**src/design/afgces_regs.svh**
```systemverilog
// Contract
// Primary internal timebase bit picks internal bit clock
// Primary invert flips polarity for frame sync only
// Primary ratio is upper six plus lower byte
// Secondary internal timebase bit picks internal bit clock
// Secondary invert flips polarity for frame sync only
// Secondary ratio is upper six plus lower byte
// Error A bit 7 flags frame sync ratio error
// Error A bit 4: converter ratio, not custom
// Error A bit 3 flags element matching rate
// Error A bit 2 flags density clock error
// Error A bit 1: audio clock stopped 1ms
// Software writes zero into reserved bits
// Controller select bit: 0 target, 1 controller
// Error B bits 7-3 ratio and frame errors
// One frame per ratio count of chosen edge
`ifndef AFGCES_REGS_SVH
`define AFGCES_REGS_SVH

// Register indices; byte address is four times the index
`define AFGCES_IDX_CTRL_SEL      7'h37
`define AFGCES_IDX_PRI_CTRL_HI   7'h38
`define AFGCES_IDX_PRI_RATIO_LO  7'h39
`define AFGCES_IDX_SEC_CTRL_HI   7'h3A
`define AFGCES_IDX_SEC_RATIO_LO  7'h3B
`define AFGCES_IDX_ERR_A         7'h3C
`define AFGCES_IDX_ERR_B         7'h3D
`define AFGCES_IDX_MASK_A        7'h40
`define AFGCES_IDX_MASK_B        7'h41

// Reset values
`define AFGCES_RST_CTRL_SEL      8'h20
`define AFGCES_RST_ZERO          8'h00

// Writable bits of the controller select register
`define AFGCES_CTRL_SEL_WMASK    8'hF9

// Field positions
`define AFGCES_BIT_INT_TIMEBASE  7
`define AFGCES_BIT_CLK_INVERT    6
`define AFGCES_BIT_PRI_CTRL      4
`define AFGCES_BIT_SEC_CTRL      3
`define AFGCES_BIT_A_FS_RATIO    7
`define AFGCES_BIT_A_RATE_CONV   4
`define AFGCES_BIT_A_ELEM_MATCH  3
`define AFGCES_BIT_A_DENSITY     2
`define AFGCES_BIT_A_CLK_STOP    1
`define AFGCES_BIT_B_PRI_RATIO   7
`define AFGCES_BIT_B_SEC_RATIO   6
`define AFGCES_BIT_B_CCLK_RATIO  5
`define AFGCES_BIT_B_PRI_FS      4
`define AFGCES_BIT_B_SEC_FS      3
`define AFGCES_ERR_A_MASK        8'h9E
`define AFGCES_ERR_B_MASK        8'hF8

// Timing
`define AFGCES_CLK_PERIOD_NS     8
`define AFGCES_CLK_STOP_US       1000
`define AFGCES_CLK_STOP_CYCLES   ((`AFGCES_CLK_STOP_US * 1000) / `AFGCES_CLK_PERIOD_NS)
`define AFGCES_FS_HALT_CYCLES    4096

`endif

```
**src/design/afgces_pkg.sv**
```systemverilog
package afgces_pkg;

  typedef enum logic {
    AFGCES_BUS_IDLE,
    AFGCES_BUS_ACK
  } afgces_bus_t;

  typedef logic [7:0]  afgces_byte_t;
  typedef logic [13:0] afgces_ratio_t;

endpackage : afgces_pkg

```
**src/design/afgces_fsync_gen.sv**
```systemverilog
`timescale 1ns/10ps
`include "afgces_regs.svh"

module afgces_fsync_gen
  import afgces_pkg::*;
#(
  parameter int HALT_CYCLES = `AFGCES_FS_HALT_CYCLES
) (
  // Clock and reset
  input  wire logic          clock,
  input  wire logic          sys_rst,
  // Configuration
  input  wire logic          controller,
  input  wire logic          useInternal,
  input  wire logic          invert,
  input  wire afgces_ratio_t ratio,
  // Bit clock levels, already in this domain
  input  wire logic          extBclk,
  input  wire logic          intBclk,
  // Results
  output logic               fsync,
  output logic               bclkFwd,
  output logic               ratioErr,
  output logic               fsErr
);

  logic          prevFsBclk_r;
  afgces_ratio_t cnt_r;
  afgces_ratio_t cnt_nxt;
  afgces_ratio_t prevRatio_r;
  logic          wasRunning_r;
  logic [15:0]   idleCnt_r;
  logic [15:0]   idleCnt_nxt;
  logic          fsync_r;
  logic          bclkFwd_r;
  logic          ratioErr_r;
  logic          fsErr_r;

  wire logic          selBclk    = useInternal ? intBclk : extBclk;
  wire logic          fsBclk     = selBclk ^ invert;
  wire logic          countEdge  = fsBclk & ~prevFsBclk_r;
  wire logic          ratioZero  = (ratio == 14'h0000);
  wire logic          running    = controller & ~ratioZero;
  wire afgces_ratio_t lastCount  = ratio - 14'h0001;
  wire afgces_ratio_t highCount  = afgces_ratio_t'((15'(ratio) + 15'h0001) >> 1);
  wire logic          wrap       = (cnt_r >= lastCount);
  wire logic          rateChange = running & wasRunning_r & (ratio != prevRatio_r);
  wire logic          haltHit    = running & ~countEdge &
                                   (idleCnt_r == 16'(HALT_CYCLES - 1));

  // Frame counter advances only on the chosen edge of the timebase
  assign cnt_nxt = !running ? 14'h0000 :
                   !countEdge ? cnt_r :
                   wrap ? 14'h0000 : cnt_r + 14'h0001;

  // Saturates, so haltHit stays true and a halt gives an error event every cycle
  assign idleCnt_nxt = (!running || countEdge) ? 16'h0000 :
                       haltHit ? idleCnt_r :
                       (idleCnt_r == 16'(HALT_CYCLES - 1)) ? idleCnt_r :
                       idleCnt_r + 16'h0001;

  always_ff @(posedge clock) begin
    if (sys_rst) begin
      prevFsBclk_r <= 1'b0;
      cnt_r        <= 14'h0000;
      prevRatio_r  <= 14'h0000;
      wasRunning_r <= 1'b0;
      idleCnt_r    <= 16'h0000;
    end else begin
      prevFsBclk_r <= fsBclk;
      cnt_r        <= cnt_nxt;
      prevRatio_r  <= ratio;
      wasRunning_r <= running;
      idleCnt_r    <= idleCnt_nxt;
    end
  end

  always_ff @(posedge clock) begin
    if (sys_rst) begin
      fsync_r    <= 1'b0;
      bclkFwd_r  <= 1'b0;
      ratioErr_r <= 1'b0;
      fsErr_r    <= 1'b0;
    end else begin
      fsync_r    <= running & (cnt_nxt < highCount);
      bclkFwd_r  <= selBclk;
      ratioErr_r <= controller & ratioZero;
      fsErr_r    <= rateChange | (haltHit & (idleCnt_r != 16'h0000));
    end
  end

  assign fsync    = fsync_r;
  assign bclkFwd  = bclkFwd_r;
  assign ratioErr = ratioErr_r;
  assign fsErr    = fsErr_r;

endmodule : afgces_fsync_gen

```
**src/design/afgces_top.sv**
```systemverilog
// Local design decision: the Avalon-MM register port.
`timescale 1ns/10ps
`include "afgces_regs.svh"

module afgces_top
  import afgces_pkg::*;
#(
  parameter int CLK_STOP_CYCLES = `AFGCES_CLK_STOP_CYCLES,
  parameter int FS_HALT_CYCLES  = `AFGCES_FS_HALT_CYCLES
) (
  // Clock and reset
  input  wire logic        clock,
  input  wire logic        sys_rst,
  // Avalon-MM slave
  input  wire logic [8:0]  address,
  input  wire logic        read,
  input  wire logic        write,
  input  wire logic [31:0] writedata,
  input  wire logic [3:0]  byteenable,
  output logic      [31:0] readdata,
  output logic             waitrequest,
  // Pins from the serial ports, asynchronous
  input  wire logic        primaryBclkPin,
  input  wire logic        secondaryBclkPin,
  input  wire logic        audioClkPin,
  // Internal bit clocks, same domain
  input  wire logic        primaryIntBclk,
  input  wire logic        secondaryIntBclk,
  // Status from neighbouring clock logic, same domain
  input  wire logic        rateConvRatioBad,
  input  wire logic        rateConvCustom,
  input  wire logic        elementMatchingBad,
  input  wire logic        densityClockBad,
  input  wire logic        controllerClkRatioBad,
  // Frame sync and port status
  output logic             primaryFsync,
  output logic             secondaryFsync,
  output logic             primaryBclkFwd,
  output logic             secondaryBclkFwd,
  output logic             primaryIsController,
  output logic             secondaryIsController,
  // Interrupt
  output logic             irq
);

  function automatic logic hitIndex(input logic [8:0] addr,
                                    input logic [6:0] idx);
    hitIndex = (addr == {idx, 2'b00});
  endfunction : hitIndex

  // Synchronisers for the three pins
  localparam int NPIN = 3;

  logic [NPIN-1:0] pinRaw;
  logic [NPIN-1:0] pinMeta_r;
  logic [NPIN-1:0] pinSync_r;

  assign pinRaw = {audioClkPin, secondaryBclkPin, primaryBclkPin};

  genvar gi;
  generate
    for (gi = 0; gi < NPIN; gi++) begin : gSync
      always_ff @(posedge clock) begin
        if (sys_rst) begin
          pinMeta_r[gi] <= 1'b0;
          pinSync_r[gi] <= 1'b0;
        end else begin
          pinMeta_r[gi] <= pinRaw[gi];
          pinSync_r[gi] <= pinMeta_r[gi];
        end
      end
    end
  endgenerate

  wire logic priBclkSync  = pinSync_r[0];
  wire logic secBclkSync  = pinSync_r[1];
  wire logic audioClkSync = pinSync_r[2];

  // Registers
  afgces_byte_t ctrlSel_r;
  afgces_byte_t priCtrlHi_r;
  afgces_byte_t priRatioLo_r;
  afgces_byte_t secCtrlHi_r;
  afgces_byte_t secRatioLo_r;
  afgces_byte_t errA_r;
  afgces_byte_t errA_nxt;
  afgces_byte_t errB_r;
  afgces_byte_t errB_nxt;
  afgces_byte_t maskA_r;
  afgces_byte_t maskB_r;
  afgces_bus_t  busState_r;
  logic [31:0]  readdata_r;
  logic         waitrequest_r;
  logic         irq_r;

  // Bus decode
  wire logic hCtrlSel  = hitIndex(address, `AFGCES_IDX_CTRL_SEL);
  wire logic hPriHi    = hitIndex(address, `AFGCES_IDX_PRI_CTRL_HI);
  wire logic hPriLo    = hitIndex(address, `AFGCES_IDX_PRI_RATIO_LO);
  wire logic hSecHi    = hitIndex(address, `AFGCES_IDX_SEC_CTRL_HI);
  wire logic hSecLo    = hitIndex(address, `AFGCES_IDX_SEC_RATIO_LO);
  wire logic hErrA     = hitIndex(address, `AFGCES_IDX_ERR_A);
  wire logic hErrB     = hitIndex(address, `AFGCES_IDX_ERR_B);
  wire logic hMaskA    = hitIndex(address, `AFGCES_IDX_MASK_A);
  wire logic hMaskB    = hitIndex(address, `AFGCES_IDX_MASK_B);

  wire logic inAck     = (busState_r == AFGCES_BUS_ACK);
  wire logic wrAccept  = inAck & write & byteenable[0];
  wire logic rdAccept  = inAck & read;
  wire afgces_byte_t wByte = writedata[7:0];

  // Unmapped addresses read as zero and ignore writes
  wire afgces_byte_t rdMux =
      hCtrlSel ? ctrlSel_r    :
      hPriHi   ? priCtrlHi_r  :
      hPriLo   ? priRatioLo_r :
      hSecHi   ? secCtrlHi_r  :
      hSecLo   ? secRatioLo_r :
      hErrA    ? errA_r       :
      hErrB    ? errB_r       :
      hMaskA   ? maskA_r      :
      hMaskB   ? maskB_r      : `AFGCES_RST_ZERO;

  // One wait state; address stays stable during the request
  always_ff @(posedge clock) begin
    if (sys_rst) begin
      busState_r    <= AFGCES_BUS_IDLE;
      waitrequest_r <= 1'b1;
      readdata_r    <= 32'h00000000;
    end else begin
      unique case (busState_r)
        AFGCES_BUS_IDLE: begin
          if (read || write) begin
            busState_r    <= AFGCES_BUS_ACK;
            waitrequest_r <= 1'b0;
            readdata_r    <= {24'h000000, rdMux};
          end
        end
        AFGCES_BUS_ACK: begin
          busState_r    <= AFGCES_BUS_IDLE;
          waitrequest_r <= 1'b1;
        end
      endcase
    end
  end

  // Configuration writes
  always_ff @(posedge clock) begin
    if (sys_rst) begin
      ctrlSel_r    <= `AFGCES_RST_CTRL_SEL;
      priCtrlHi_r  <= `AFGCES_RST_ZERO;
      priRatioLo_r <= `AFGCES_RST_ZERO;
      secCtrlHi_r  <= `AFGCES_RST_ZERO;
      secRatioLo_r <= `AFGCES_RST_ZERO;
      maskA_r      <= `AFGCES_RST_ZERO;
      maskB_r      <= `AFGCES_RST_ZERO;
    end else if (wrAccept) begin
      // Reserved bits are kept at zero whatever is written
      if (hCtrlSel) ctrlSel_r <= wByte & `AFGCES_CTRL_SEL_WMASK;
      if (hPriHi)   priCtrlHi_r  <= wByte;
      if (hPriLo)   priRatioLo_r <= wByte;
      if (hSecHi)   secCtrlHi_r  <= wByte;
      if (hSecLo)   secRatioLo_r <= wByte;
      if (hMaskA)   maskA_r <= wByte & `AFGCES_ERR_A_MASK;
      if (hMaskB)   maskB_r <= wByte & `AFGCES_ERR_B_MASK;
    end
  end

  // Port configuration
  wire logic priCtrl = ctrlSel_r[`AFGCES_BIT_PRI_CTRL];
  wire logic secCtrl = ctrlSel_r[`AFGCES_BIT_SEC_CTRL];
  wire afgces_ratio_t priRatio = {priCtrlHi_r[5:0], priRatioLo_r};
  wire afgces_ratio_t secRatio = {secCtrlHi_r[5:0], secRatioLo_r};

  logic priFsync;
  logic secFsync;
  logic priFwd;
  logic secFwd;
  logic priRatioErr;
  logic secRatioErr;
  logic priFsErr;
  logic secFsErr;

  afgces_fsync_gen #(
    .HALT_CYCLES (FS_HALT_CYCLES)
  ) uPrimary (
    .clock       (clock),
    .sys_rst     (sys_rst),
    .controller  (priCtrl),
    .useInternal (priCtrlHi_r[`AFGCES_BIT_INT_TIMEBASE]),
    .invert      (priCtrlHi_r[`AFGCES_BIT_CLK_INVERT]),
    .ratio       (priRatio),
    .extBclk     (priBclkSync),
    .intBclk     (primaryIntBclk),
    .fsync       (priFsync),
    .bclkFwd     (priFwd),
    .ratioErr    (priRatioErr),
    .fsErr       (priFsErr)
  );

  afgces_fsync_gen #(
    .HALT_CYCLES (FS_HALT_CYCLES)
  ) uSecondary (
    .clock       (clock),
    .sys_rst     (sys_rst),
    .controller  (secCtrl),
    .useInternal (secCtrlHi_r[`AFGCES_BIT_INT_TIMEBASE]),
    .invert      (secCtrlHi_r[`AFGCES_BIT_CLK_INVERT]),
    .ratio       (secRatio),
    .extBclk     (secBclkSync),
    .intBclk     (secondaryIntBclk),
    .fsync       (secFsync),
    .bclkFwd     (secFwd),
    .ratioErr    (secRatioErr),
    .fsErr       (secFsErr)
  );

  // Audio clock stop watchdog, counts cycles with no edge
  logic        audioPrev_r;
  logic [16:0] stopCnt_r;
  logic [16:0] stopCnt_nxt;
  logic        stopped_r;

  wire logic audioEdge = audioClkSync ^ audioPrev_r;
  wire logic stopLimit = (stopCnt_r == 17'(CLK_STOP_CYCLES - 1));
  wire logic stopHit   = ~audioEdge & stopLimit & ~stopped_r;

  assign stopCnt_nxt = audioEdge ? 17'h00000 :
                       stopLimit ? stopCnt_r : stopCnt_r + 17'h00001;

  always_ff @(posedge clock) begin
    if (sys_rst) begin
      audioPrev_r <= 1'b0;
      stopCnt_r   <= 17'h00000;
      stopped_r   <= 1'b0;
    end else begin
      audioPrev_r <= audioClkSync;
      stopCnt_r   <= stopCnt_nxt;
      stopped_r   <= audioEdge ? 1'b0 : (stopped_r | stopHit);
    end
  end

  // Error events
  afgces_byte_t setA;
  afgces_byte_t setB;
  afgces_byte_t clrA;
  afgces_byte_t clrB;

  always_comb begin
    setA = `AFGCES_RST_ZERO;
    setA[`AFGCES_BIT_A_FS_RATIO]   = priRatioErr | secRatioErr;
    setA[`AFGCES_BIT_A_RATE_CONV]  = rateConvRatioBad & ~rateConvCustom;
    setA[`AFGCES_BIT_A_ELEM_MATCH] = elementMatchingBad;
    setA[`AFGCES_BIT_A_DENSITY]    = densityClockBad;
    setA[`AFGCES_BIT_A_CLK_STOP]   = stopHit;
  end

  always_comb begin
    setB = `AFGCES_RST_ZERO;
    setB[`AFGCES_BIT_B_PRI_RATIO]  = priRatioErr;
    setB[`AFGCES_BIT_B_SEC_RATIO]  = secRatioErr;
    setB[`AFGCES_BIT_B_CCLK_RATIO] = controllerClkRatioBad;
    setB[`AFGCES_BIT_B_PRI_FS]     = priFsErr;
    setB[`AFGCES_BIT_B_SEC_FS]     = secFsErr;
  end

  // Only bits already shown to software are cleared, so a late event
  // survives the read; set wins over clear in the same cycle
  assign clrA = (rdAccept && hErrA) ? readdata_r[7:0] : `AFGCES_RST_ZERO;
  assign clrB = (rdAccept && hErrB) ? readdata_r[7:0] : `AFGCES_RST_ZERO;
  assign errA_nxt = ((errA_r & ~clrA) | setA) & `AFGCES_ERR_A_MASK;
  assign errB_nxt = ((errB_r & ~clrB) | setB) & `AFGCES_ERR_B_MASK;

  always_ff @(posedge clock) begin
    if (sys_rst) begin
      errA_r <= `AFGCES_RST_ZERO;
      errB_r <= `AFGCES_RST_ZERO;
    end else begin
      errA_r <= errA_nxt;
      errB_r <= errB_nxt;
    end
  end

  // Outputs, all from flip-flops
  logic priIsCtrl_r;
  logic secIsCtrl_r;

  always_ff @(posedge clock) begin
    if (sys_rst) begin
      irq_r       <= 1'b0;
      priIsCtrl_r <= 1'b0;
      secIsCtrl_r <= 1'b0;
    end else begin
      irq_r       <= |(errA_nxt & maskA_r) | |(errB_nxt & maskB_r);
      priIsCtrl_r <= priCtrl;
      secIsCtrl_r <= secCtrl;
    end
  end

  assign readdata              = readdata_r;
  assign waitrequest           = waitrequest_r;
  assign primaryFsync          = priFsync;
  assign secondaryFsync        = secFsync;
  assign primaryBclkFwd        = priFwd;
  assign secondaryBclkFwd      = secFwd;
  assign primaryIsController   = priIsCtrl_r;
  assign secondaryIsController = secIsCtrl_r;
  assign irq                   = irq_r;

endmodule : afgces_top
```
**config.mk**
```make
export PLATFORM = sky130hd
export DESIGN_NAME = afgces_top
export DESIGN_NICKNAME = d
export VERILOG_FILES = /design/src/design/afgces_pkg.sv /design/src/design/afgces_fsync_gen.sv /design/src/design/afgces_top.sv
export VERILOG_INCLUDE_DIRS = /design/src /design/src/design
export SDC_FILE = /design/constraint.sdc
export NUM_CORES = 1
export LEC_CHECK = 0
export BUFFER_PORTS_ARGS = -buffer_cell sky130_fd_sc_hd__clkbuf_2
export CAP_MARGIN = 20
export CORE_ASPECT_RATIO = 1.2
export CORE_UTILIZATION = 30
export DETAILED_ROUTE_END_ITERATION = 7
export GPL_ROUTABILITY_DRIVEN = 0
export PLACE_DENSITY = 0.45
export SLEW_MARGIN = 15
export SYNTH_ARGS = -nofsm -noshare
export SYNTH_HDL_FRONTEND = slang
export SYNTH_SLANG_ARGS = --single-unit
```
**constraint.sdc**
```tcl
create_clock -name clock -period 5.44 [get_ports clock]
set_clock_uncertainty 0.1 [all_clocks]
set_input_delay 0.272 -clock clock [delete_from_list [all_inputs] [get_ports clock]]
set_output_delay 0.272 -clock clock [all_outputs]
set_load 0.05 [all_outputs]
```
Word level (Yosys, flattened, before mapping)
Index checks and enable logic that the tools add are counted.
{ "word_totals": {"ram_bits": 0, "latchBits": 0, "rom_bits": 0, "in_bits": 59, "output_inout_bits": 40, "register_bits": 202, "word_cells": 175, "memories": 0} }
{ "classes": {"n_mul": 0, "n_bitwise": 54, "add_sub_neg": 9, "n_eq_ne": 15, "shifts": 0, "div_mod_pow": 0, "order_cmp": 4, "reduce_logical": 26, "muxes": 23} }
{ "op_table": {"columns": ["cell", "n"], "rows": [
  ["$mux 8", 11],
  ["$mux 14", 6],
  ["$eq 9x8->1 const B", 7],
  ["$add 16x1->16 const B", 2],
  ["$and 8x8->8", 4],
  ["$eq 16x12->1 const B", 2],
  ["$reduce_bool 16->1", 2],
  ["$add 14x1->15 const B", 2],
  ["$add 14x1->14 const B", 2],
  ["$ge 14x14->1", 2],
  ["$logic_not 14->1", 2],
  ["$lt 14x14->1", 2],
  ["$ne 14x14->1", 2],
  ["$sub 14x1->14 const B", 2],
  ["$and 1x1->1", 24],
  ["$reduce_and 2->1", 10],
  ["$eq 9x9->1 const B", 2],
  ["$add 17x1->17 const B", 1],
  ["$eq 17x17->1 const B", 1],
  ["$not 8->8", 2],
  ["$or 8x8->8", 2],
  ["$reduce_or 8->1", 2],
  ["$not 1->1", 14],
  ["$reduce_or 2->1", 3],
  ["8 further kinds", 22]
]} }

Longest topological paths before layout
Gate-level depths: netlist of the first run.
{ "logic_depth": {"word_depth": 10, "mapped_depth": 24, "depth_no_buf": 21} }

Cells and area by module
A second synthesis of the first run with hierarchy kept.
{ "unflattened": {"hier_cells": 1287, "hier_area_um2": 11165.7} }
{ "modules_own_cells": {"columns": ["module", "area_per_inst_um2", "cells_per_inst", "n_inst", "seq_area_each_um2"], "rows": [
  ["afgces_top", 4613.2, 516, 1, 1921.8],
  ["afgces_fsync_gen at uSecondary", 3298.2, 383, 1, 1001.0],
  ["afgces_fsync_gen at uPrimary", 3254.4, 388, 1, 1001.0]
]} }

Least setup slack after synthesis of the first run
No wires, ideal clock.
{ "synth_path": {"path_kind": "register to register", "from": "register secRatioLo_r[1]", "to": "register uSecondary.fsync_r (netlist: uSecondary.fsync)", "arrival_time_ns": 4.741, "path_slack_ns": 0.521, "setup_ns": 0.078, "period_less_slack_ns": 4.919, "stages_incl_launch_ff": 25, "n_path_buf": 4, "required_ns": 5.262, "path_cell_list": "dfxtp_1 > clkbuf_1 > inv_1 > ha_1 > or3b_4 > or4_1 > buf_2 > nor4_1 > xnor2_1 > ha_1 > a21oi_1 > o21ai_0 > a2111oi_0 > o31ai_1 > and3_1 > buf_2 > buf_1 > nor3_1 > ha_1 > a21o_1 > a21oi_1 > nor2b_1 > a2111oi_0 > a21oi_1 > nor3_1"} }
{ "synth_via": {"elab_chain_cells": 7, "word_cells_on_any_way": 11, "cone_classes": "2 x add/sub; 2 x order compare; 3 x mux; 3 x bitwise; 1 x reduce/logical"} }
{ "synth_lines": {"columns": ["element", "line_no", "rtl"], "rows": [
  ["start, declared", "afgces_top.sv:84", "afgces_byte_t secRatioLo_r;"],
  ["start signal, assigned", "afgces_top.sv:154", "secRatioLo_r <= `AFGCES_RST_ZERO;"],
  ["start signal, assigned", "afgces_top.sv:163", "if (hSecLo) secRatioLo_r <= wByte;"],
  ["$sub 14x1->14", "afgces_fsync_gen.sv:44", "wire afgces_ratio_t lastCount = ratio - 14'h0001;"],
  ["$ge 14x14->1", "afgces_fsync_gen.sv:46", "wire logic wrap = (cnt_r >= lastCount);"],
  ["$mux 14", "afgces_fsync_gen.sv:54", "wrap ? 14'h0000 : cnt_r + 14'h0001;"],
  ["$mux 14", "afgces_fsync_gen.sv:53", "!countEdge ? cnt_r :"],
  ["$mux 14 (*)", "afgces_fsync_gen.sv:52", "assign cnt_nxt = !running ? 14'h0000 :"],
  ["net uSecondary.cnt_nxt[3]", "afgces_fsync_gen.sv:29", "afgces_ratio_t cnt_nxt;"],
  ["$lt 14x14->1 (*)", "afgces_fsync_gen.sv:85", "fsync_r <= running & (cnt_nxt < highCount);"],
  ["$and 1x1->1 (*)", "afgces_fsync_gen.sv:85", null],
  ["end signal, assigned", "afgces_fsync_gen.sv:85", null],
  ["end, declared", "afgces_fsync_gen.sv:34", "logic fsync_r;"]
]} }
The timed path passes the listed nets; every way through them passes the cells marked *.
A chain may end at the register's enable or synchronous reset.

Worst setup path after layout of the first run
{ "layout_path": {"from": "register secRatioLo_r[0]", "to": "register uSecondary.fsync_r (netlist: uSecondary.fsync)"} }
The elaborated chain is that of the path after synthesis.

==> results of run 1 <==
## cell usage after synthesis, types with 5 or more instances
master / instances
dfxtp_1: 196
nor2_1: 171
nand2_1: 77
xnor2_1: 74
nor3_1: 73
xor2_1: 68
ha_1: 65
mux2i_1: 51
nand3_1: 47
nor2b_1: 45
clkbuf_1: 43
a21oi_1: 35
nand4_1: 30
o21ai_0: 28
and3_1: 26
buf_4: 24
inv_1: 24
nor4_1: 14
a21o_1: 12
nand2b_1: 12
buf_2: 10
or3_1: 10
buf_1: 8
a211oi_1: 7
nor4b_1: 7
o21a_1: 7
or2_2: 7
a2111oi_0: 6
a32oi_1: 6
a211o_1: 5
and2_1: 5
and4_1: 5
nor3b_1: 5
o211ai_1: 5
## cell usage in the layout, fill, tap and decap left out, types with 6 or more instances in the layout
master     count
nand4_1       30
a32oi_1        6
a211oi_1       7
or3_1         10
and3_1        26
or2_2          7
dfxtp_1      196
nand2_1       77
nor4_1        13
xnor2_1       74
a21oi_1       35
xor2_1        68
nor4b_1        6
a21o_1        12
o21ai_0       28
nor2_1       171
nand3_1       47
buf_4         31
clkbuf_16     17
o21a_1         7
nand2b_1      12
mux2i_1       51
conb_1        24
clkbuf_2      46
inv_1         24
nor3_1        73
ha_1          65
nor2b_1       45
## final cells by class
type / count / share of cell area
clock buffers: 18 / 0.0358
clock inverters: 14 / 0.0128
inverters: 25 / 0.00765
multi-input cells: 990 / 0.535
flip-flops and latches: 196 / 0.320
well taps: 468 / 0.0478
repair buffers: 81 / 0.0406
## state kept, by name, indices dropped and copies added (netlist names), 8 cells and up
signal / flops
priCtrlHi_r: 8
priRatioLo_r: 8
readdata: 8
secCtrlHi_r: 8
secRatioLo_r: 8
stopCnt_r: 17
uPrimary.cnt_r: 14
uPrimary.idleCnt_r: 16
uPrimary.prevRatio_r: 14
uSecondary.cnt_r: 14
uSecondary.idleCnt_r: 16
uSecondary.prevRatio_r: 14
## cells by family (layout without fill, tap and decap cells)
family                     Yosys count  after routing  share of synthesized area
and+or+nand+nor                    556            556                      0.259
buffers and inverters              113            138                     0.0502
muxes                               51             51                     0.0467
adders and majority gates           65             65                     0.0743
DFF                                196            196                      0.359
other                                1             24                   0.000343
xor gates and xnor gates           142            142                      0.114
AOI/OAI and AO/OA                  152            152                     0.0972
## routing by layer
layer / global-route usage / vias up / wire, µm / part of all wire
met4: 0.0603 / 0 / 641 / 0.021
met3: 0.0207 / 33 / 595 / 0.020
met5: 0 / - / 0 / 0
li1: - / 4488 / - / -
met1: 0.211 / 4187 / 13900 / 0.46
met2: 0.291 / 97 / 14900 / 0.50
## stage by stage
step | area, µm² | power, mW | setup slack [ns]
after floorplan | 11000 | 1.61 | 0.521
after global placement | 11600 | 1.65 | 0.402
after detailed placement | 11600 | 1.65 | 0.424
after CTS | 12300 | 2.95 | 0.384
after global routing | 12300 | 3.01 | 0.0473
final | 12300 | 2.89 | 0.416
## critical path, delay by kind of cell, from the launching register on
family	cells	cell delay, ns
adders and majority gates	3	0.69
buffers and inverters	1	0.11
DFF	1	0.32
AOI/OAI and AO/OA	8	1.72
xor gates and xnor gates	1	0.13
and+or+nand+nor	7	1.85
## what timing repair did
item | CTS | global route
hold buffers | 3 | 0
endpoints found under the hold margin | 3 | 0
gates resized for setup | 0 | 2
endpoints found under the setup margin | 0 | 2
buffers inserted | 0 | 0
## power groups by stage
stage | Clock, mW | Combinational, mW | Sequential (mW)
2_1_floorplan | 0 | 0.110 | 1.50
3_3_place_gp | 0 | 0.160 | 1.49
5_1_grt | 1.38 | 0.174 | 1.46
4_1_cts | 1.33 | 0.162 | 1.45
3_5_place_dp | 0 | 0.160 | 1.49
6_report | 1.28 | 0.161 | 1.45
## how the worst max path moves through the flow
stage,slack (ns),cells after the start,to
detailed placement,0.42,20,uPrimary.fsync$_SDFF_PP0_
finish,0.42,20,uSecondary.fsync$_SDFF_PP0_
CTS,0.38,21,uPrimary.fsync$_SDFF_PP0_
global route,0.05,20,uSecondary.fsync$_SDFF_PP0_
global placement,0.40,21,uSecondary.fsync$_SDFF_PP0_
floorplan,0.52,24,uSecondary.fsync$_SDFF_PP0_
==> flow_metrics.tcl, run 1 <==
set metrics [dict create \
    synth_top_area_share 0.359 \
    drv_cap 0 \
    wl_um 30000 \
    synth_seq_area_share 0.359 \
    hp-start "writedata[0]" \
    start_util 0.304 \
    status "completed" \
    hold_violations 0 \
    r2r_slack_ns 0.42 \
    cts_tree "done" \
    async_flop_share 0 \
    r2r.worst_path.cells 20 \
    critPathLaunch "secRatioLo_r[0]$_SDFFE_PP0P_" \
    grt_pass1_wl_um 48000 \
    syn_to_final_growth_pct 12.1 \
    r2r_start "secRatioLo_r[0]$_SDFFE_PP0P_" \
    grt_max_degree 70 \
    synth_area_leaders "dfxtp_1, ha_1, xnor2_1, nor2_1, xor2_1" \
    ys.flop_type "dfxtp_1" \
    h-tree-depth 4 \
    pwr-share-seq 0.502 \
    max_freq_mhz 199 \
    cts_buffers 17 \
    critical-path-max-stage-delay_ns 0.47 \
    die_area_um2 37200 \
    synth_cell_types 69 \
    power_switching_mw 0.784 \
    setup_violations 0 \
    yosysWarnings 0 \
    root_buffer "clkbuf_16" \
    vdd_ir_drop_max_uv 217 \
    dpl.cell_count 1757 \
    power.leakage_nw 4.82 \
    synth_area_leader_cell "dfxtp_1" \
    dr.pass1.iters 5 \
    fillers 3807 \
    power.density_nw_per_um2 236 \
    ys_ff_latch 196 \
    io_buffers 47 \
    power_frac_clock 0.442 \
    min_path_cells 3 \
    dp_hpwl_um 22600 \
    clk_pin_slew_ns 0.08 \
    drive_gt1_frac 0.101 \
    min_period_ns 5.02 \
    design.core.area_um2 35900 \
    clock-sinks 196 \
    final_util 0.341 \
    num_vias 8805 \
    pin_count 99 \
    chipHeight_um 211 \
    critPathKind "flip-flop to flip-flop" \
    antenna_left 0 \
    track_usage 0.168 \
    cp_slowest_cell "or4_1" \
    p_int_mw 2.11 \
    slew_headroom 0.385 \
    rr_endpoint "uSecondary.fsync$_SDFF_PP0_" \
    stdcell_count 1792 \
    path_max_fanout 3 \
    antenna_found_initial 0 \
    arrival_ns 5.29 \
    grt_pass1_vias 8503 \
    synth_cells 1276 \
    rows 76 \
    synth_edf_count 0 \
    min_path_type "input port to flip-flop" \
    switching_share 0.271 \
    viasPerCell 4.91 \
    setup_tns_ns 0 \
    clk_latency_ns 0.45 \
    period_share 0.924 \
    combPwrFrac 0.056 \
    multi_input_area_um2 6570 \
    ff_latch_area_um2 3920 \
    whs_ns 0.0759 \
    cp-end-kind "flip-flop" \
    syn_area_um2 10900 \
    grt_setup_unrepaired "no" \
    start_kind "flip-flop" \
    clock_path_buffers 2 \
    grt_overflow_total 0 \
    wl_per_cell_um 16.7 \
    tightest_slew_ns 0.914 \
    slew_viol_final 0 \
    drc_errors 0 \
    diodes 0 \
    syn_area_per_cell_um2 8.57 \
    crit_chain "inv_1, ha_1, or3b_4, or4_1, nor4_1, xnor2_1, ha_1, a21oi_1, o21ai_0, a2111oi_1, o31ai_1, and3_1, nor3_1, ha_1, a21o_1, a21oi_1, nor2b_1, a2111oi_0, a21oi_1, nor3_1" \
    worst_ep_required_time_ns 5.70 \
    nets 1435 \
    drtIter0Drc 465 \
    worstHoldEndpoint "ctrlSel_r[0]$_SDFFE_PP0P_" \
    fp.dieW_um 176 \
]
Power figures use the tool's default switching activity.
==> run 2, diff against run 1 <==
==> constraint.sdc (replaced) <==
create_clock -name clock -period 5.44 [get_ports clock]
set_clock_uncertainty 0.1 [all_clocks]
set_input_delay 0.816 -clock clock [delete_from_list [all_inputs] [get_ports clock]]
set_output_delay 0.816 -clock clock [all_outputs]
set_load 0.05 [all_outputs]
==> run 2 against run 1 <==
Utilization about the same. Clock power about the same. Fmax down 1.8%. Count of clock-buffer cells in the layout unchanged. Cell count about the same. Global-route usage down 0.090 points. Hold slack better by 0.27 ns. Routed wire length up 0.50%. Sequential share of layout area about the same. Non-clock buffer count down 2. Critical path type unchanged. Largest cell class unchanged. Largest power group unchanged.
==> flow_metrics.tcl, run 2 (same netlist as run 1, synthesis figures left out) <==
set metrics [dict create \
    chipHeight_um 211 \
    nets 1433 \
    multi_input_area_um2 6570 \
    clock_path_buffers 2 \
    die_area_um2 37200 \
    power.leakage_nw 4.83 \
    status "completed" \
    dp_hpwl_um 22600 \
    track_usage 0.167 \
    pin_count 99 \
    top_regs "stopCnt_r: 17 flops, uPrimary.idleCnt_r: 16 flops, uSecondary.idleCnt_r: 16 flops" \
    crit_chain "inv_1, ha_1, or3b_4, or4_1, buf_4, nor2_1, xnor2_1, ha_1, a211o_1, a2111oi_1, o31ai_1, and3_1, buf_4, nor3_2, ha_1, a21o_1, a21o_1, a211oi_1, o21a_1, o21ai_0, nor3_1" \
    layout_commonest_cell "dfxtp_1" \
    post-cts-setup-buffers 0 \
    grt_setup_unrepaired "no" \
    drtIter0Drc 399 \
    viasPerCell 4.85 \
    root_buffer "clkbuf_16" \
    dpl.cell_count 1758 \
    ff_latch_area_um2 3920 \
    final_util 0.341 \
    antenna_found_initial 2 \
    cts_buffers 17 \
    grt_max_degree 72 \
    rows 76 \
    hold_violations 0 \
    postLayoutCellArea_um2 12300 \
    critPathKind "flip-flop to flip-flop" \
    cp-end-kind "flip-flop" \
    min_path_type "flip-flop to flip-flop" \
    period_share 0.941 \
    fp.dieW_um 176 \
    num_vias 8683 \
    final_cell_mix "dfxtp_1, nor2_1, nand2_1" \
    slew_viol_final 0 \
    path_max_fanout 12 \
    arrival_ns 5.39 \
    wl_per_cell_um 16.8 \
    stdcell_count 1791 \
    cp_slowest_cell "or4_1" \
    vdd_ir_drop_max_uv 234 \
    cts_tree "done" \
    top_register "stopCnt_r" \
    drv_cap 0 \
    clock-sinks 196 \
    grt_pass1_vias 8566 \
    h-tree-depth 4 \
    min_period_ns 5.12 \
    tightest_slew_ns 0.863 \
    max_freq_mhz 195 \
    drive_gt1_frac 0.102 \
    dr.pass1.iters 5 \
    design.core.area_um2 35900 \
    fillers 3785 \
    worst_ep_required_time_ns 5.71 \
    syn_to_final_growth_pct 12.1 \
    power.density_nw_per_um2 238 \
    start_util 0.304 \
    holdBufCountCts 0 \
    grt_overflow_total 0 \
    cp_common_cell "ha_1" \
    clk_pin_slew_ns 0.08 \
    grt_pass1_wl_um 47700 \
    critical-path-max-stage-delay_ns 0.48 \
    placed_area_um2 11600 \
    wl_um 30100 \
    start_kind "flip-flop" \
    slew_headroom 0.424 \
    io_buffers 47 \
    setup_violations 0 \
    setup_tns_ns 0 \
    largest_reg_flops 17 \
    clk_latency_ns 0.45 \
    whs_ns 0.349 \
    drc_errors 0 \
    antenna_left 0 \
]
## run 2: cell types whose count changed in the layout (fill, tap and decap cells not counted), sizes merged
cell and change:
diode +2, dlygate4sd3 -3, inv -2, clkinvlp -3
bufinv +1, clkinv +3, buf +1
## run 2: cell type report
cell class                 instances  share of cell area
tap                              468              0.0478
multi-input combinational        990               0.536
clock inverter                    13              0.0134
antenna                            2            0.000408
timing repair buffer              79              0.0388
inverter                          25             0.00765
sequential                       196               0.320
clock buffer                      18              0.0358
## run 2: stage by stage
| step | setup WS (ns) | power (mW) |
|---|---|---|
| 5_1_grt | 0.00306 | 3.03 |
| 6_report | 0.321 | 2.92 |
| 3_3_place_gp | 0.320 | 1.65 |
| 3_5_place_dp | 0.330 | 1.65 |
| 2_1_floorplan | 0.521 | 1.61 |
| 4_1_cts | 0.201 | 2.97 |
## run 2: timing repair
| item | in CTS | in global routing |
|---|---|---|
| gates resized for setup | 0 | 4 |
| endpoints found under the setup margin | 0 | 1 |
| hold endpoints to repair | 0 | 0 |
## run 2: worst max-delay path, delay by kind of cell (launching register included)
kind                       cells  cell delay [ns]
adders and majority gates      3             0.68
xor gates and xnor gates       1             0.09
DFF                            1             0.32
buffers and inverters          3             0.53
and+or+nand+nor                6             1.61
AOI/OAI and AO/OA              8             1.71
## run 2: worst paths after layout
kind,from,slack [ns],endpoint,depth (start not counted)
setup reg to reg,secRatioLo_r[0]$_SDFFE_PP0P_,0.32,uSecondary.fsync$_SDFF_PP0_,21
hold reg to reg,pinMeta_r[2]$_SDFF_PP0_,0.35,audioClkSync$_SDFF_PP0_,1
setup / recovery,secRatioLo_r[0]$_SDFFE_PP0P_,0.32,uSecondary.fsync$_SDFF_PP0_,21
hold / removal,pinMeta_r[2]$_SDFF_PP0_,0.35,audioClkSync$_SDFF_PP0_,1
## run 2: power breakdown
part	switching (mW)	total, mW	internal (mW)
Sequential	0.00944	1.45	1.44
Clock	0.640	1.31	0.669
Combinational	0.125	0.159	0.0346
Total	0.774	2.92	2.15
## run 2: metal layers
layer | up-vias | routed length (µm) | global-route usage
met1 | 4058 | 13800 | 0.206
met5 | - | 0 | 0
met3 | 30 | 762 | 0.0241
met2 | 123 | 14900 | 0.289
li1 | 4472 | - | -
met4 | 0 | 616 | 0.0639
==> run 3, diff against run 2 <==
--- a/config.mk
+++ b/config.mk
@@ -16,4 +16,5 @@
 export SLEW_MARGIN = 15
 export SYNTH_ARGS = -nofsm -noshare
 export SYNTH_HDL_FRONTEND = slang
+export SYNTH_HIERARCHICAL = 1
 export SYNTH_SLANG_ARGS = --single-unit
==> run 3 against run 2 <==
The run now ends with design-rule violations left. Synthesized cell count up 0.86%. Hold slack worse by 0.0058 ns. Fmax up 10%. Critical path type unchanged. Highest routed layer unchanged.
==> flow_metrics.tcl, run 3 <==
set metrics [dict create \
    power.density_nw_per_um2 239 \
    final_cell_mix "nor2_1, dfxtp_1, xnor2_1" \
    slew_viol_final 0 \
    die_area_um2 38000 \
    synth_top_area_share 0.351 \
    tightest_slew_ns 0.943 \
    p_int_mw 2.20 \
    post-cts-setup-buffers 0 \
    cp-end-kind "flip-flop" \
    num_vias 8827 \
    setup_violations 0 \
    top_register "stopCnt_r" \
    ys.flop_type "dfxtp_1" \
    synth_seq_area_share 0.351 \
    drtIter0Drc 439 \
    start_kind "flip-flop" \
    fp.dieW_um 178 \
    whs_ns 0.343 \
    combPwrFrac 0.053 \
    max_freq_mhz 215 \
    switching_share 0.253 \
    wl_um 30100 \
    drive_gt1_frac 0.108 \
    rows 77 \
    worst_ep_required_time_ns 5.75 \
    clk_latency_ns 0.47 \
    dpl.cell_count 1767 \
    viasPerCell 4.90 \
    rr_endpoint "uSecondary/fsync$_SDFF_PP0_" \
    clk_pin_slew_ns 0.07 \
    wl_per_cell_um 16.7 \
    synth_cell_types 90 \
    antenna_found_initial 0 \
    drv_cap 0 \
    synth.top_cells.by_count "nor2_1, dfxtp_1, xnor2_1, nand2_1, ha_1" \
    failed_checks "design-rule violations" \
    synth_edf_count 0 \
    power_switching_mw 0.746 \
    grt_pass1_vias 8534 \
    largest_reg_flops 17 \
    grt_max_degree 47 \
    synth_cells 1287 \
    status "finished with violations" \
    antenna_left 0 \
    r2r.worst_path.cells 19 \
    async_flop_share 0 \
    holdBufCountCts 0 \
    yosysWarnings 6 \
    start_util 0.303 \
    root_buffer "clkbuf_16" \
    power.leakage_nw 4.69 \
    track_usage 0.164 \
    r2r_slack_ns 0.79 \
    setup_tns_ns 0 \
    design.core.area_um2 36800 \
    critPathKind "flip-flop to flip-flop" \
    grt_setup_unrepaired "no" \
    arrival_ns 4.95 \
    syn_to_final_growth_pct 10.5 \
    path_max_fanout 14 \
    dr.pass1.iters 7 \
    clock_path_buffers 2 \
    yosysMostFrequentCell "nor2_1" \
    grt_overflow_total 0 \
    synth_area_leaders "dfxtp_1, ha_1, nor2_1, xnor2_1, mux2i_1" \
    pin_count 99 \
    endpoint "uSecondary/fsync$_SDFF_PP0_" \
    dp_hpwl_um 22500 \
    power_frac_clock 0.455 \
    final_util 0.335 \
    pwr-share-seq 0.493 \
    cts_tree "done" \
    vdd_ir_drop_max_uv 239 \
    slew_headroom 0.370 \
    hold_violations 0 \
    nets 1436 \
    h-tree-depth 4 \
    syn_area_um2 11200 \
    cts_buffers 17 \
    clock-sinks 196 \
    ys_ff_latch 196 \
    cts-resized-gates 0 \
    min_path_type "flip-flop to flip-flop" \
    period_share 0.854 \
    syn_area_per_cell_um2 8.68 \
    io_buffers 47 \
    synth_area_leader_cell "dfxtp_1" \
    chipHeight_um 213 \
    drc_errors 4 \
    top_regs "stopCnt_r: 17 flops, uPrimary/idleCnt_r: 16 flops, uSecondary/idleCnt_r: 16 flops" \
    stdcell_count 1800 \
    min_period_ns 4.65 \
    grt_pass1_wl_um 47400 \
    layout_commonest_cell "nor2_1" \
    r2r_start "secRatioLo_r[0]$_SDFFE_PP0P_" \
    critPathLaunch "secRatioLo_r[0]$_SDFFE_PP0P_" \
]
[run 3: worst min path at each step]
| stage | startpoint | end | slack [ns] | depth (start not counted) |
|---|---|---|---|---|
| after CTS | pinMeta_r[2]$_SDFF_PP0_ | audioClkSync$_SDFF_PP0_ | 0.35 | 1 |
| after global placement | pinMeta_r[0]$_SDFF_PP0_ | priBclkSync$_SDFF_PP0_ | 0.32 | 1 |
| after detailed placement | pinMeta_r[2]$_SDFF_PP0_ | audioClkSync$_SDFF_PP0_ | 0.33 | 1 |
| after floorplan | pinMeta_r[2]$_SDFF_PP0_ | audioClkSync$_SDFF_PP0_ | 0.31 | 1 |
| final | pinMeta_r[2]$_SDFF_PP0_ | audioClkSync$_SDFF_PP0_ | 0.34 | 1 |
| after global routing | pinMeta_r[2]$_SDFF_PP0_ | audioClkSync$_SDFF_PP0_ | 0.36 | 1 |
[run 3: cell type report]
type	instances	area, µm²
flip-flops and latches	196	3920
inverters	25	96.3
multi-input cells	1008	6750
diodes	1	2.50
fillers	3880	24500
well taps	474	593
clock buffers	21	470
repair buffers	64	365
clock inverters	11	135
[run 3: power groups by stage]
stage | clock network [mW] | registers (mW) | logic (mW)
2_1_floorplan | 0 | 1.49 | 0.110
3_3_place_gp | 0 | 1.49 | 0.157
3_5_place_dp | 0 | 1.49 | 0.156
4_1_cts | 1.38 | 1.45 | 0.157
5_1_grt | 1.43 | 1.45 | 0.169
6_report | 1.34 | 1.45 | 0.156
[run 3: kinds of logic (layout without fill, tap and decap cells)]
group,Yosys count,count (layout),synth area share
other,1,25,0.000336
AO/OA/AOI/OAI,145,145,0.0892
AND/OR/NAND/NOR,573,573,0.270
multiplexers,57,57,0.0514
XOR/XNOR,144,144,0.113
buffers and inverters,106,121,0.0521
flip-flops,196,196,0.351
adder cells (fa/ha/maj),65,65,0.0728
[run 3: per-layer routing]
| metal | wire [µm] | track usage | up-vias |
|---|---|---|---|
| met5 | 0 | 0 | - |
| met4 | 794 | 0.0710 | 0 |
| met3 | 923 | 0.0298 | 43 |
| met2 | 14500 | 0.278 | 126 |
| met1 | 13900 | 0.204 | 4186 |
| li1 | - | - | 4472 |
[run 3: critical path, stage by stage, from the launching register on]
cell and delay [ns]:
dfxtp_1 0.32, inv_1 0.12, ha_1 0.32, or4b_4 0.51, nor2_1 0.14, xnor2_1 0.16
ha_1 0.29, nand3_1 0.08, nor2_1 0.05, o31a_1 0.30, o41ai_4 0.31, nand4_2 0.39
nor2_1 0.25, ha_1 0.25, o21a_1 0.17, o21a_1 0.16, o21ai_0 0.23, a21oi_1 0.07
nor3_1 0.20, o41a_1 0.17
[run 3: stage by stage]
| stage | power, mW | worst slack [ns] | cell area (µm²) |
|---|---|---|---|
| finish | 2.95 | 0.792 | 12300 |
| global route | 3.05 | 0.471 | 12300 |
| CTS | 2.99 | 0.779 | 12300 |
| detailed placement | 1.64 | 0.818 | 11700 |
| global placement | 1.64 | 0.828 | 11700 |
| floorplan | 1.60 | 1.26 | 11300 |
